==> src/hdl/scpb_pkg.sv <==
// package: constants, types and register map for the serial port block
// Notes on behaviour
// - only pin control bits 3:0 and pin data bits 1:0 act on serial pins
// - clock-pin mode 00 no drive, 01 drive data bit 1, 10 capture pin level
// - clock-pin output mode drives the pin with data bit 1, 0 low, 1 high
// - break mode 00 (reset) keeps bit 0 off; 01 drives it on transmit pin
// - transmit-pin output mode drives the pin with data bit 0
// - with channel 0 receive enable set, data bit 0 reads the receive pin level
// - data bit 0 has no defined value after power-on reset
// - 8-bit divisor with two-bit prescale select sets the bit rate
// - divisor always read/write; reset, standby, module standby load FF
// - two channels, each with its own divisor and rate generator
// - period is (N+1)*64*2^(2n-1) async, (N+1)*8*2^(2n-1) sync clocks
// - prescale select 00 clock, 01 /4, 10 /16, 11 /64
// - every divisor value from 0 to 255 is honoured
package scpb_pkg;

    localparam int AXI_ADDR_W = 8;
    localparam int AXI_DATA_W = 32;

    // register byte addresses
    localparam logic [7:0] OFS_PIN_CONTROL = 8'h00;
    localparam logic [7:0] OFS_PIN_DATA    = 8'h04;
    localparam logic [7:0] OFS_DIVISOR_0   = 8'h08;
    localparam logic [7:0] OFS_DIVISOR_1   = 8'h0C;
    localparam logic [7:0] OFS_CHAN_CFG_0  = 8'h10;
    localparam logic [7:0] OFS_CHAN_CFG_1  = 8'h14;
    localparam logic [7:0] OFS_STATUS      = 8'h18;

    localparam logic [1:0] RESP_OKAY   = 2'h0;
    localparam logic [1:0] RESP_SLVERR = 2'h2;

    // pin control and data layout
    localparam int PC_WIDTH      = 4;
    localparam int PD_WIDTH      = 2;
    localparam int PD_CLK_BIT    = 1;
    localparam int PD_BRK_BIT    = 0;
    localparam logic [3:0] PIN_CONTROL_RESET = 4'h8;
    localparam logic [1:0] PIN_DATA_RESET    = 2'h0;

    // clock-pin and break-pin mode codes
    localparam logic [1:0] CLK_MODE_OFF = 2'h0;
    localparam logic [1:0] CLK_MODE_OUT = 2'h1;
    localparam logic [1:0] BRK_MODE_OUT = 2'h1;

    // divisor
    localparam int DIV_WIDTH = 8;
    localparam logic [7:0] DIVISOR_RESET = 8'hFF;

    // channel configuration layout
    localparam int CFG_PRESCALE_LO = 0;
    localparam int CFG_SYNC_BIT    = 2;
    localparam int CFG_TX_EN_BIT   = 3;
    localparam int CFG_RX_EN_BIT   = 4;
    localparam int CFG_CKSRC_LO    = 5;
    localparam int CFG_WIDTH       = 7;
    localparam logic [6:0] CHAN_CFG_RESET = 7'h00;

    // rate generator factors: 2^(2n-1) = 4^n / 2
    localparam int ASYNC_FACTOR = 64;
    localparam int SYNC_FACTOR  = 8;
    localparam int BASE_W       = 5;
    localparam logic [4:0] ASYNC_BASE_LAST = 5'(ASYNC_FACTOR / 2 - 1);
    localparam logic [4:0] SYNC_BASE_LAST  = 5'(SYNC_FACTOR / 2 - 1);
    localparam int PRE_W = 6;
    localparam logic [5:0] PRE_LAST_0 = 6'h00;
    localparam logic [5:0] PRE_LAST_1 = 6'h03;
    localparam logic [5:0] PRE_LAST_2 = 6'h0F;
    localparam logic [5:0] PRE_LAST_3 = 6'h3F;

    typedef struct packed {
        logic [1:0] clock_pin_source;
        logic       rx_enable_bit;
        logic       tx_enable_bit;
        logic       sync_mode;
        logic [1:0] prescale_select;
    } scpb_chan_cfg_type;

    typedef struct packed {
        logic [1:0] clock_pin_mode;
        logic [1:0] break_pin_mode;
    } scpb_pin_ctl_type;

    typedef struct packed {
        logic o;
        logic oe;
    } scpb_pin_drv_type;

endpackage

==> src/hdl/scpb_top.sv <==
// serial pin port override and two-channel bit-rate generation
//
// The address map and the AXI4-Lite interface to the registers were chosen for this implementation.
`timescale 1ns/1ns
module scpb_top
    import scpb_pkg::*;
(
    input  wire logic                    ref_clk_i,
    input  wire logic                    srst_i,
    input  wire logic                    standby_i,
    input  wire logic                    module_standby_i,
    // axi4-lite slave
    input  wire logic [AXI_ADDR_W-1:0]   s_axi_awaddr,
    input  wire logic                    s_axi_awvalid,
    output logic                         s_axi_awready,
    input  wire logic [AXI_DATA_W-1:0]   s_axi_wdata,
    input  wire logic [AXI_DATA_W/8-1:0] s_axi_wstrb,
    input  wire logic                    s_axi_wvalid,
    output logic                         s_axi_wready,
    output logic [1:0]                   s_axi_bresp,
    output logic                         s_axi_bvalid,
    input  wire logic                    s_axi_bready,
    input  wire logic [AXI_ADDR_W-1:0]   s_axi_araddr,
    input  wire logic                    s_axi_arvalid,
    output logic                         s_axi_arready,
    output logic [AXI_DATA_W-1:0]        s_axi_rdata,
    output logic [1:0]                   s_axi_rresp,
    output logic                         s_axi_rvalid,
    input  wire logic                    s_axi_rready,
    // serial pins of channel 0
    input  wire logic                    sck_i,
    output logic                         sck_o,
    output logic                         sck_oe_o,
    output logic                         txd_o,
    output logic                         txd_oe_o,
    input  wire logic                    rxd_i,
    // bit-rate ticks, one per channel
    output logic [1:0]                   bit_tick_o
);

    // ---------------- bus group ----------------
    logic                  awready_reg;
    logic                  awready_next;
    logic                  wready_reg;
    logic                  wready_next;
    logic                  aw_got_reg;
    logic                  aw_got_next;
    logic                  w_got_reg;
    logic                  w_got_next;
    logic [AXI_ADDR_W-1:0] waddr_reg;
    logic [AXI_ADDR_W-1:0] waddr_next;
    logic [AXI_DATA_W-1:0] wdata_reg;
    logic [AXI_DATA_W-1:0] wdata_next;
    logic [3:0]            wstrb_reg;
    logic [3:0]            wstrb_next;
    logic                  bvalid_reg;
    logic                  bvalid_next;
    logic [1:0]            bresp_reg;
    logic [1:0]            bresp_next;
    logic                  arready_reg;
    logic                  arready_next;
    logic                  rvalid_reg;
    logic                  rvalid_next;
    logic [AXI_DATA_W-1:0] rdata_reg;
    logic [AXI_DATA_W-1:0] rdata_next;
    logic [1:0]            rresp_reg;
    logic [1:0]            rresp_next;

    // write strobe toward the register group
    logic                  do_write;
    logic [AXI_ADDR_W-1:0] wr_addr;
    logic [AXI_DATA_W-1:0] wr_data;
    logic [3:0]            wr_strb;

    // ---------------- register group ----------------
    scpb_pin_ctl_type      pin_ctl_reg;
    scpb_pin_ctl_type      pin_ctl_next;
    logic [PD_WIDTH-1:0]   pin_data_reg;
    logic [PD_WIDTH-1:0]   pin_data_next;
    logic [DIV_WIDTH-1:0]  divisor_reg [2];
    logic [DIV_WIDTH-1:0]  divisor_next [2];
    scpb_chan_cfg_type     cfg_reg [2];
    scpb_chan_cfg_type     cfg_next [2];

    // ---------------- pin group ----------------
    logic                  sck_s1_reg;
    logic                  sck_s2_reg;
    logic                  rxd_s1_reg;
    logic                  rxd_s2_reg;
    scpb_pin_drv_type      sck_drv_reg;
    scpb_pin_drv_type      sck_drv_next;
    scpb_pin_drv_type      txd_drv_reg;
    scpb_pin_drv_type      txd_drv_next;

    logic [1:0]            tick;
    logic                  standby_clear;

    assign standby_clear = standby_i || module_standby_i;

    function automatic logic ok_addr(input logic [AXI_ADDR_W-1:0] a);
        return (a == OFS_PIN_CONTROL) || (a == OFS_PIN_DATA)
            || (a == OFS_DIVISOR_0)   || (a == OFS_DIVISOR_1)
            || (a == OFS_CHAN_CFG_0)  || (a == OFS_CHAN_CFG_1)
            || (a == OFS_STATUS);
    endfunction

    // merge one byte lane of a write into a narrow register
    function automatic logic [7:0] lane0(input logic [7:0] old,
                                         input logic [7:0] d,
                                         input logic [3:0] s);
        return s[0] ? d : old;
    endfunction

    // ---------------- bus: next state ----------------
    always_comb begin
        logic aw_hs;
        logic w_hs;
        logic ar_hs;
        aw_hs        = s_axi_awvalid && awready_reg;
        w_hs         = s_axi_wvalid && wready_reg;
        ar_hs        = s_axi_arvalid && arready_reg;
        aw_got_next  = aw_got_reg || aw_hs;
        w_got_next   = w_got_reg || w_hs;
        waddr_next   = aw_hs ? s_axi_awaddr : waddr_reg;
        wdata_next   = w_hs ? s_axi_wdata : wdata_reg;
        wstrb_next   = w_hs ? s_axi_wstrb : wstrb_reg;
        bvalid_next  = bvalid_reg && !s_axi_bready;
        bresp_next   = bresp_reg;
        do_write     = 1'b0;
        wr_addr      = waddr_next;
        wr_data      = wdata_next;
        wr_strb      = wstrb_next;
        if (aw_got_next && w_got_next && !bvalid_next) begin
            do_write    = 1'b1;
            bvalid_next = 1'b1;
            bresp_next  = ok_addr(wr_addr) ? RESP_OKAY : RESP_SLVERR;
            aw_got_next = 1'b0;
            w_got_next  = 1'b0;
        end
        awready_next = !aw_got_next && !bvalid_next;
        wready_next  = !w_got_next && !bvalid_next;

        rvalid_next  = rvalid_reg && !s_axi_rready;
        rdata_next   = rdata_reg;
        rresp_next   = rresp_reg;
        if (ar_hs) begin
            rvalid_next = 1'b1;
            rresp_next  = ok_addr(s_axi_araddr) ? RESP_OKAY : RESP_SLVERR;
            rdata_next  = '0;
            unique case (s_axi_araddr)
                OFS_PIN_CONTROL: rdata_next[PC_WIDTH-1:0] = pin_ctl_reg;
                OFS_PIN_DATA: begin
                    rdata_next[PD_WIDTH-1:0] = pin_data_reg;
                    // receive pin shows through whatever break mode says
                    if (cfg_reg[0].rx_enable_bit) begin
                        rdata_next[PD_BRK_BIT] = rxd_s2_reg;
                    end
                end
                OFS_DIVISOR_0: rdata_next[DIV_WIDTH-1:0] = divisor_reg[0];
                OFS_DIVISOR_1: rdata_next[DIV_WIDTH-1:0] = divisor_reg[1];
                OFS_CHAN_CFG_0: rdata_next[CFG_WIDTH-1:0] = cfg_reg[0];
                OFS_CHAN_CFG_1: rdata_next[CFG_WIDTH-1:0] = cfg_reg[1];
                OFS_STATUS: rdata_next[3:0] = {sck_drv_reg.oe,
                                               txd_drv_reg.oe,
                                               sck_s2_reg,
                                               rxd_s2_reg};
                default: rdata_next = '0;
            endcase
        end
        arready_next = !rvalid_next;
    end

    always_ff @(posedge ref_clk_i) begin
        if (srst_i) begin
            awready_reg <= 1'b0;
            wready_reg  <= 1'b0;
            aw_got_reg  <= 1'b0;
            w_got_reg   <= 1'b0;
            waddr_reg   <= '0;
            wdata_reg   <= '0;
            wstrb_reg   <= '0;
            bvalid_reg  <= 1'b0;
            bresp_reg   <= RESP_OKAY;
            arready_reg <= 1'b0;
            rvalid_reg  <= 1'b0;
            rdata_reg   <= '0;
            rresp_reg   <= RESP_OKAY;
        end else begin
            awready_reg <= awready_next;
            wready_reg  <= wready_next;
            aw_got_reg  <= aw_got_next;
            w_got_reg   <= w_got_next;
            waddr_reg   <= waddr_next;
            wdata_reg   <= wdata_next;
            wstrb_reg   <= wstrb_next;
            bvalid_reg  <= bvalid_next;
            bresp_reg   <= bresp_next;
            arready_reg <= arready_next;
            rvalid_reg  <= rvalid_next;
            rdata_reg   <= rdata_next;
            rresp_reg   <= rresp_next;
        end
    end

    // ---------------- registers: next state ----------------
    always_comb begin
        logic [7:0] b0;
        b0            = wr_data[7:0];
        pin_ctl_next  = pin_ctl_reg;
        pin_data_next = pin_data_reg;
        for (int c = 0; c < 2; c++) begin
            divisor_next[c] = divisor_reg[c];
            cfg_next[c]     = cfg_reg[c];
        end
        if (do_write && wr_strb[0]) begin
            unique case (wr_addr)
                OFS_PIN_CONTROL: pin_ctl_next = b0[PC_WIDTH-1:0];
                OFS_PIN_DATA:    pin_data_next = b0[PD_WIDTH-1:0];
                OFS_DIVISOR_0:   divisor_next[0] = lane0(divisor_reg[0],
                                                         b0, wr_strb);
                OFS_DIVISOR_1:   divisor_next[1] = lane0(divisor_reg[1],
                                                         b0, wr_strb);
                OFS_CHAN_CFG_0:  cfg_next[0] = b0[CFG_WIDTH-1:0];
                OFS_CHAN_CFG_1:  cfg_next[1] = b0[CFG_WIDTH-1:0];
                default: ;
            endcase
        end
        // input modes 10 and 11 follow the pin; a write there is overrun
        if (pin_ctl_reg.clock_pin_mode[1]) begin
            pin_data_next[PD_CLK_BIT] = sck_s2_reg;
        end
        // standby wins over a divisor write in the same cycle
        if (standby_clear) begin
            divisor_next[0] = DIVISOR_RESET;
            divisor_next[1] = DIVISOR_RESET;
        end
    end

    always_ff @(posedge ref_clk_i) begin
        if (srst_i) begin
            pin_ctl_reg  <= PIN_CONTROL_RESET;
            // break data bit has no defined reset value; zero is one choice
            pin_data_reg <= PIN_DATA_RESET;
            for (int c = 0; c < 2; c++) begin
                divisor_reg[c] <= DIVISOR_RESET;
                cfg_reg[c]     <= CHAN_CFG_RESET;
            end
        end else begin
            pin_ctl_reg  <= pin_ctl_next;
            pin_data_reg <= pin_data_next;
            for (int c = 0; c < 2; c++) begin
                divisor_reg[c] <= divisor_next[c];
                cfg_reg[c]     <= cfg_next[c];
            end
        end
    end

    // ---------------- pins: next state ----------------
    always_comb begin
        // only mode 01 drives; 00, 10, 11 leave the pin free
        sck_drv_next.oe = pin_ctl_reg.clock_pin_mode
                          == CLK_MODE_OUT;
        sck_drv_next.o  = pin_data_reg[PD_CLK_BIT];
        // break codes 10 and 11 treated as 00
        txd_drv_next.oe = pin_ctl_reg.break_pin_mode
                          == BRK_MODE_OUT;
        txd_drv_next.o  = pin_data_reg[PD_BRK_BIT];
    end

    always_ff @(posedge ref_clk_i) begin
        if (srst_i) begin
            sck_s1_reg  <= 1'b0;
            sck_s2_reg  <= 1'b0;
            rxd_s1_reg  <= 1'b1;
            rxd_s2_reg  <= 1'b1;
            sck_drv_reg <= '0;
            txd_drv_reg <= '0;
        end else begin
            sck_s1_reg  <= sck_i;
            sck_s2_reg  <= sck_s1_reg;
            rxd_s1_reg  <= rxd_i;
            rxd_s2_reg  <= rxd_s1_reg;
            sck_drv_reg <= sck_drv_next;
            txd_drv_reg <= txd_drv_next;
        end
    end

    // ---------------- rate generators ----------------
    // a channel's generator runs only while it transmits or receives
    for (genvar c = 0; c < 2; c++) begin : g_rate
        scpb_rate_gen u_rate (
            .ref_clk_i   (ref_clk_i),
            .srst_i      (srst_i || standby_clear),
            .run_i       (cfg_reg[c].tx_enable_bit
                          || cfg_reg[c].rx_enable_bit),
            .sync_mode_i (cfg_reg[c].sync_mode),
            .prescale_i  (cfg_reg[c].prescale_select),
            .divisor_i   (divisor_reg[c]),
            .tick_o      (tick[c])
        );
    end

    assign s_axi_awready = awready_reg;
    assign s_axi_wready  = wready_reg;
    assign s_axi_bvalid  = bvalid_reg;
    assign s_axi_bresp   = bresp_reg;
    assign s_axi_arready = arready_reg;
    assign s_axi_rvalid  = rvalid_reg;
    assign s_axi_rdata   = rdata_reg;
    assign s_axi_rresp   = rresp_reg;
    assign sck_o         = sck_drv_reg.o;
    assign sck_oe_o      = sck_drv_reg.oe;
    assign txd_o         = txd_drv_reg.o;
    assign txd_oe_o      = txd_drv_reg.oe;
    assign bit_tick_o    = tick;

endmodule

==> src/hdl/scpb_rate_gen.sv <==
// one channel's bit-rate generator: prescaler, base divider, divisor
`timescale 1ns/1ns
module scpb_rate_gen
    import scpb_pkg::*;
(
    input  wire logic                 ref_clk_i,
    input  wire logic                 srst_i,
    input  wire logic                 run_i,
    input  wire logic                 sync_mode_i,
    input  wire logic [1:0]           prescale_i,
    input  wire logic [DIV_WIDTH-1:0] divisor_i,
    output logic                      tick_o
);

    logic [PRE_W-1:0]     pre_reg;
    logic [PRE_W-1:0]     pre_next;
    logic [BASE_W-1:0]    base_reg;
    logic [BASE_W-1:0]    base_next;
    logic [DIV_WIDTH-1:0] div_reg;
    logic [DIV_WIDTH-1:0] div_next;
    logic                 tick_reg;
    logic                 tick_next;

    function automatic logic [PRE_W-1:0] pre_last(input logic [1:0] sel);
        logic [PRE_W-1:0] r;
        r = PRE_LAST_0;
        unique case (sel)
            2'h0: r = PRE_LAST_0;
            2'h1: r = PRE_LAST_1;
            2'h2: r = PRE_LAST_2;
            2'h3: r = PRE_LAST_3;
        endcase
        return r;
    endfunction

    always_comb begin
        logic             pre_wrap;
        logic             base_wrap;
        logic [BASE_W-1:0] base_last;
        // >= so a setting lowered mid-count still wraps at once
        base_last = sync_mode_i ? SYNC_BASE_LAST : ASYNC_BASE_LAST;
        pre_wrap  = pre_reg >= pre_last(prescale_i);
        base_wrap = pre_wrap && (base_reg >= base_last);
        pre_next  = pre_wrap ? '0 : pre_reg + 1'b1;
        base_next = base_reg;
        div_next  = div_reg;
        tick_next = 1'b0;
        if (pre_wrap) begin
            base_next = base_wrap ? '0 : base_reg + 1'b1;
        end
        if (base_wrap) begin
            // N+1 base periods per bit, N from 0 to 255
            if (div_reg >= divisor_i) begin
                div_next  = '0;
                tick_next = 1'b1;
            end else begin
                div_next = div_reg + 1'b1;
            end
        end
        if (!run_i) begin
            pre_next  = '0;
            base_next = '0;
            div_next  = '0;
            tick_next = 1'b0;
        end
    end

    always_ff @(posedge ref_clk_i) begin
        if (srst_i) begin
            pre_reg  <= '0;
            base_reg <= '0;
            div_reg  <= '0;
            tick_reg <= 1'b0;
        end else begin
            pre_reg  <= pre_next;
            base_reg <= base_next;
            div_reg  <= div_next;
            tick_reg <= tick_next;
        end
    end

    assign tick_o = tick_reg;

endmodule

==> config.mk <==
export PLATFORM = sky130hd
export DESIGN_NAME = scpb_top
export DESIGN_NICKNAME = d
export VERILOG_FILES = /design/src/hdl/scpb_pkg.sv /design/src/hdl/scpb_top.sv /design/src/hdl/scpb_rate_gen.sv
export SDC_FILE = /design/constraint.sdc
export NUM_CORES = 1
export LEC_CHECK = 0
export BUFFER_PORTS_ARGS = -buffer_cell sky130_fd_sc_hd__buf_4
export CORE_ASPECT_RATIO = 0.5
export CORE_MARGIN = 5
export CORE_UTILIZATION = 30
export CTS_BUF_LIST = sky130_fd_sc_hd__clkbuf_4 sky130_fd_sc_hd__clkbuf_8 sky130_fd_sc_hd__clkbuf_16
export CTS_CLUSTER_DIAMETER = 80
export DETAILED_ROUTE_END_ITERATION = 16
export GPL_ROUTABILITY_DRIVEN = 1
export PLACE_DENSITY = 0.6
export SYNTH_ARGS = -nofsm -noshare
export SYNTH_HDL_FRONTEND = slang
export SYNTH_SLANG_ARGS = --single-unit
==> constraint.sdc <==
create_clock -name ref_clk_i -period 6.3 [get_ports ref_clk_i]
set_clock_uncertainty 0.1 [all_clocks]
set_input_delay 0.63 -clock ref_clk_i [delete_from_list [all_inputs] [get_ports ref_clk_i]]
set_output_delay 0.63 -clock ref_clk_i [all_outputs]
set_load 0.05 [all_outputs]
Word level (Yosys, flattened, before mapping)
Memories as Yosys holds them, arrays and structs flattened.
Index checks and enable logic that the tools add are counted.
- bits in read-only memories: 0
- bits in latches: 0
- flip-flop bits (word level): 90
- word-level logic and storage cells: 171
- output and inout port bits: 47
- memory bits (writable): 30
- memories: 2
- memory list (memory ; depth ; bits a word ; rd ports ; clocked after memory_dff ; wr ports ; line ; source):
    divisor_reg ; 2 ; 8 ; 2 ; 0 ; 2 ; scpb_top.sv:80 ; logic [DIV_WIDTH-1:0] divisor_reg [2];
    cfg_reg ; 2 ; 7 ; 2 ; 0 ; 2 ; scpb_top.sv:82 ; scpb_chan_cfg_type cfg_reg [2];
- mux-type cells: 44
- shift operators: 0
- bitwise operators: 8
- add/subtract/negate cells: 6
- eq/ne operators: 20
- div/mod/pow operators: 0
- magnitude comparators: 6
- reduce and logical (&&, ||, !) cells: 52
- multiply operators: 0
- operators by type and width (operator ; count):
    $mux W8 ; 10
    $eq A8 B5 Y1 const B ; 6
    $pmux W6 S4 ; 2
    $eq A8 B4 Y1 const B ; 4
    $mux W16 ; 2
    $mux W7 ; 4
    $mux W5 ; 4
    $logic_or A1 B1 Y1 ; 18
    $add A8 B1 Y8 const B ; 2
    $eq A8 B3 Y1 const B ; 2
    $ge A8 B8 Y1 ; 2
    $logic_not A8 Y1 ; 2
    $mux W14 ; 1
    $pmux W2 S7 ; 1
    $mux W1 ; 13
    $add A6 B1 Y6 const B ; 2
    $ge A6 B6 Y1 ; 2
    $logic_and A1 B1 Y1 ; 12
    $pmux W2 S6 ; 1
    $pmux W3 S4 ; 1
    $reduce_or A3 Y1 ; 4
    $add A5 B1 Y5 const B ; 2
    $ge A5 B5 Y1 ; 2
    $eq A2 B1 Y1 const B ; 4
    10 further kinds ; 33

Longest topological paths before layout
- word-level depth: 10
- mapped depth: 9
- depth with buffers taken out: 9

By module
From an unflattened synthesis, not the netlist that was laid out.
- cell total of the unflattened synthesis: 691
- area total of the unflattened synthesis: 6243.5 sq um
- by module, submodules not included (module ; area each (sq um) ; cells each ; times used):
    scpb_top ; 3567.2 ; 369 ; 1
    scpb_rate_gen (g_rate[0].u_rate) ; 1345.0 ; 161 ; 1
    scpb_rate_gen (g_rate[1].u_rate) ; 1331.3 ; 161 ; 1

Worst setup path after synthesis
OpenSTA, ideal clock, no wires.
- path kind: reg2reg
- from: reg awready_reg (netlist: s_axi_awready)
- to: mem divisor_reg[1][4] (netlist: divisor_reg[0][12])
- data arrival time: 2310 ps
- data required time: 6071 ps
- clock period less this slack: 2539 ps
- buffers on the path: 1
- cell stages (with the launch flop): 8
- setup slack: 3761 ps
- path through: dfxtp_1 nand2_2 or4_4 a2111oi_4 nand3_1 buf_2 mux2i_1 nand2_1
- RTL lines (item ; line ; source):
    start, declared ; scpb_top.sv:42 ; logic awready_reg;
    start signal, assigned ; scpb_top.sv:189 ; awready_reg <= awready_next;
    end, declared ; scpb_top.sv:80 ;

==> qor.csv <==
stage,metric,value,unit
run_status,outcome,finished clean,
setup_path,CP Buf/Inv Count,0,
detailed_routing,via count,4885,
min_path,Hold Crit Class,in -> reg,
pwr,Leakage,0.00302,uW
floorplan,Die Wd,209,um
synth,"EDFF count, synth",0,
setup_path,Setup crit start kind,register,
synth,#FFs+latches synth,118,
synth,async set or reset register ratio after synthesis,0,
synth,Syn Area/Cell,8.76,sq um
cts,clk_lat worst skew,0.42,ns
sta,worst setup margin,3.41,ns
global_routing,global-route usage over all layers,0.129,
placed_design,DP Cell Count,972,
floorplan,initial core utilization,0.305,
synth,Synth area leader,dfxtp_1,
placed_design,area post-placement,0.00648,sq mm
cts,"Setup Fix Bufs, Post-CTS",0,
sta,final period demand of the worst path,2.89,ns
sta,Tightest Pin Transition,1.04,ns
setup_path,worst-case reg-to-reg path depth,8,
sta,Final Cycle Share,0.459,
layout,share of layout cells above drive strength 1,0.156,
sta,TNS Setup,0,ns
layout,post-route cell area,0.00703,sq mm
floorplan,DIE AREA,0.0229,sq mm
detailed_routing,Pre-antenna DRT Iters,7,
layout,n_diodes,0,
setup_path,r2r setup slk,3.41,ns
placed_design,Final Wtd Congestion,0.813,
cts,CTS hold repair buffers,0,
synth,commonest cells in the synthesized netlist,"dfxtp_1 (118), nand2_1 (64), nor2_1 (53)",
layout,P&R area growth vs syn,18.3,%
sta,final max-slew violation count,0,
layout,final std cells w/o fill,1003,
setup_path,CP Max Fanout,11,
setup_path,"slowest stage delay, CP",0.42,ns
setup_path,CP endpoint,g_rate[1].u_rate.div_reg[5],
synth,Synth Instances,678,
detailed_routing,metal2 WL,6850,um
synth,"top cells by area, synth","dfxtp_1 (40%), ha_1 (8.4%), nand2_1 (4.0%)",
floorplan,Ports,110,
floorplan,Die Span Y,110,um
placed_design,I/O Buffers,56,
synth,top-count cell post-synth,dfxtp_1,
setup_path,crit path cell chain,or2_2 -> ha_1 -> nor3b_1 -> o21ai_0 -> nand3_1 -> nand2b_1 -> or3_1 -> a31oi_1,
detailed_routing,met3 WL post-DR,671,um
detailed_routing,per-cell routed wire length,14.6,um
detailed_routing,Final ANT Viol Nets,0,
setup_path,CP Class,reg -> reg,
cts,largest buffer count on any clock path,2,
cts,CTS tree,yes,
detailed_routing,wl on met1,6970,um
pwr,power per cell area,258,mW/mm^2
detailed_routing,Routed WL,14700,um
synth,Synth top area share,0.398,
detailed_routing,via/cell ratio,4.87,
floorplan,Rows,36,
placed_design,post-detail-place hpwl,10800,um
sta,final setup fails,0,
placed_design,pre-CTS WS,3.09,ns
cts,Root Driver,clkbuf_16,
sta,Max-slew headroom,0.306,
cts,number of H-tree levels,4,
setup_path,Top Family by Delay on Critical Path,simple AND/OR/NAND/NOR gates,
sta,f_max,346,MHz
global_routing,initial antenna violation count,0,
synth,Synthesis Warnings,0,
synth,Most used DFF post-synth,dfxtp_1,
pwr,maximum vdd drop,0.170,mV
synth,sequential share of the synthesized area,0.398,
sta,"Hold Vio Cnt, Final",0,
detailed_routing,# DRC,0,
setup_path,Worst path slowest cell,or3_1,
cts,total CTS buffers,17,
setup_path,launch point of the worst reg-to-reg path,cfg_reg[0][7],
pwr,overall power,1810,uW
setup_path,Stages on worst setup path,8,
synth,synthesized cell area,0.00594,sq mm
cts,post_cts resized,0,
floorplan,core box area,0.0195,sq mm
setup_path,reg2reg end,g_rate[1].u_rate.div_reg[5],
synth,Netlist cell types,59,
run,Max Cap Violations,0,
setup_path,crit end category,register,
cts,"Clk pin slew, worst setup/hold paths",0.06,ns
global_routing,vias in the first global route,4746,
setup_path,"Arr. time, crit path",3.13,ns
detailed_routing,DR iter-0 viols,262,
layout,Final nets,828,
setup_path,Worst Setup SP,cfg_reg[0][7],
setup_path,worst endpoint required time,6.54,ns
global_routing,largest net degree at the start of global routing,40,
global_routing,Overflow after GRT,0,
sta,unrepaired setup endpoints after global routing,false,
detailed_routing,DR top layer,met4,
cts,# clock sinks,118,
global_routing,first-pass GRT wire length,23700,um
per-layer routing:
layer	global-route usage	vias up
li1	-	2447
met1	0.169	2324
met2	0.215	98
met3	0.0277	16
met4	0.0447	0
met5	0	-
final cells by class:
| type | count | area (sq um) |
|---|---|---|
| Inverter | 34 | 128 |
| Tap cell | 266 | 333 |
| Timing Repair Buffer | 57 | 428 |
| Fill cell | 1998 | 12400 |
| Sequential cell | 118 | 2360 |
| Clock buffer | 22 | 469 |
| Clock inverter | 9 | 80.1 |
| Multi-Input combinational cell | 497 | 3230 |
placed cells by master, fill, tap and decap left out, drive strengths merged, types with 26 or more instances in the layout:
| master | instances |
|---|---|
| dfxtp | 118 |
| o21ai | 43 |
| buf | 57 |
| a21oi | 31 |
| conb | 26 |
| nand3 | 36 |
| inv | 33 |
| nand2 | 65 |
| ha | 40 |
| nor2 | 53 |
power by group:
part           switching, uW  total [uW]  internal, uW  leakage, uW
logic                    103         146          43.8      0.00180
clock network            338         901           563     0.000265
registers               6.99         766           759     0.000955
total                    447        1810          1370      0.00302
worst register-to-register path, cell delays in order (launching register included):
cell,delay [ns]
dfxtp_1,0.36
or2_2,0.33
ha_1,0.28
nor3b_1,0.04
o21ai_0,0.31
nand3_1,0.40
nand2b_1,0.40
or3_1,0.42
a31oi_1,0.17
how the worst min path moves through the flow:
stage               startpoint          to  slack (ns)  depth (start not counted)
global placement    rxd_s1_reg  rxd_s2_reg        0.30                          1
global route             rxd_i  rxd_s1_reg        0.30                          2
finish                   rxd_i  rxd_s1_reg        0.31                          2
floorplan           rxd_s1_reg  rxd_s2_reg        0.29                          1
detailed placement  rxd_s1_reg  rxd_s2_reg        0.29                          1
CTS                      rxd_i  rxd_s1_reg        0.30                          2
metrics by stage:
stage	hold slack [ns]	util
2_1_floorplan	0.289	-
3_3_place_gp	0.299	0.333
3_5_place_dp	0.294	0.333
4_1_cts	0.300	0.361
5_1_grt	0.298	0.361
6_report	0.307	0.361
cells by family after synthesis:
logic type      share of synthesized area
compound gates                      0.159
xor+xnor                           0.0177
fa+ha+maj                          0.0842
buf+inv                            0.0752
flops                               0.398
mux                                0.0661
other cells                      0.000631
simple gates                        0.200
Power figures use the tool's default switching activity.
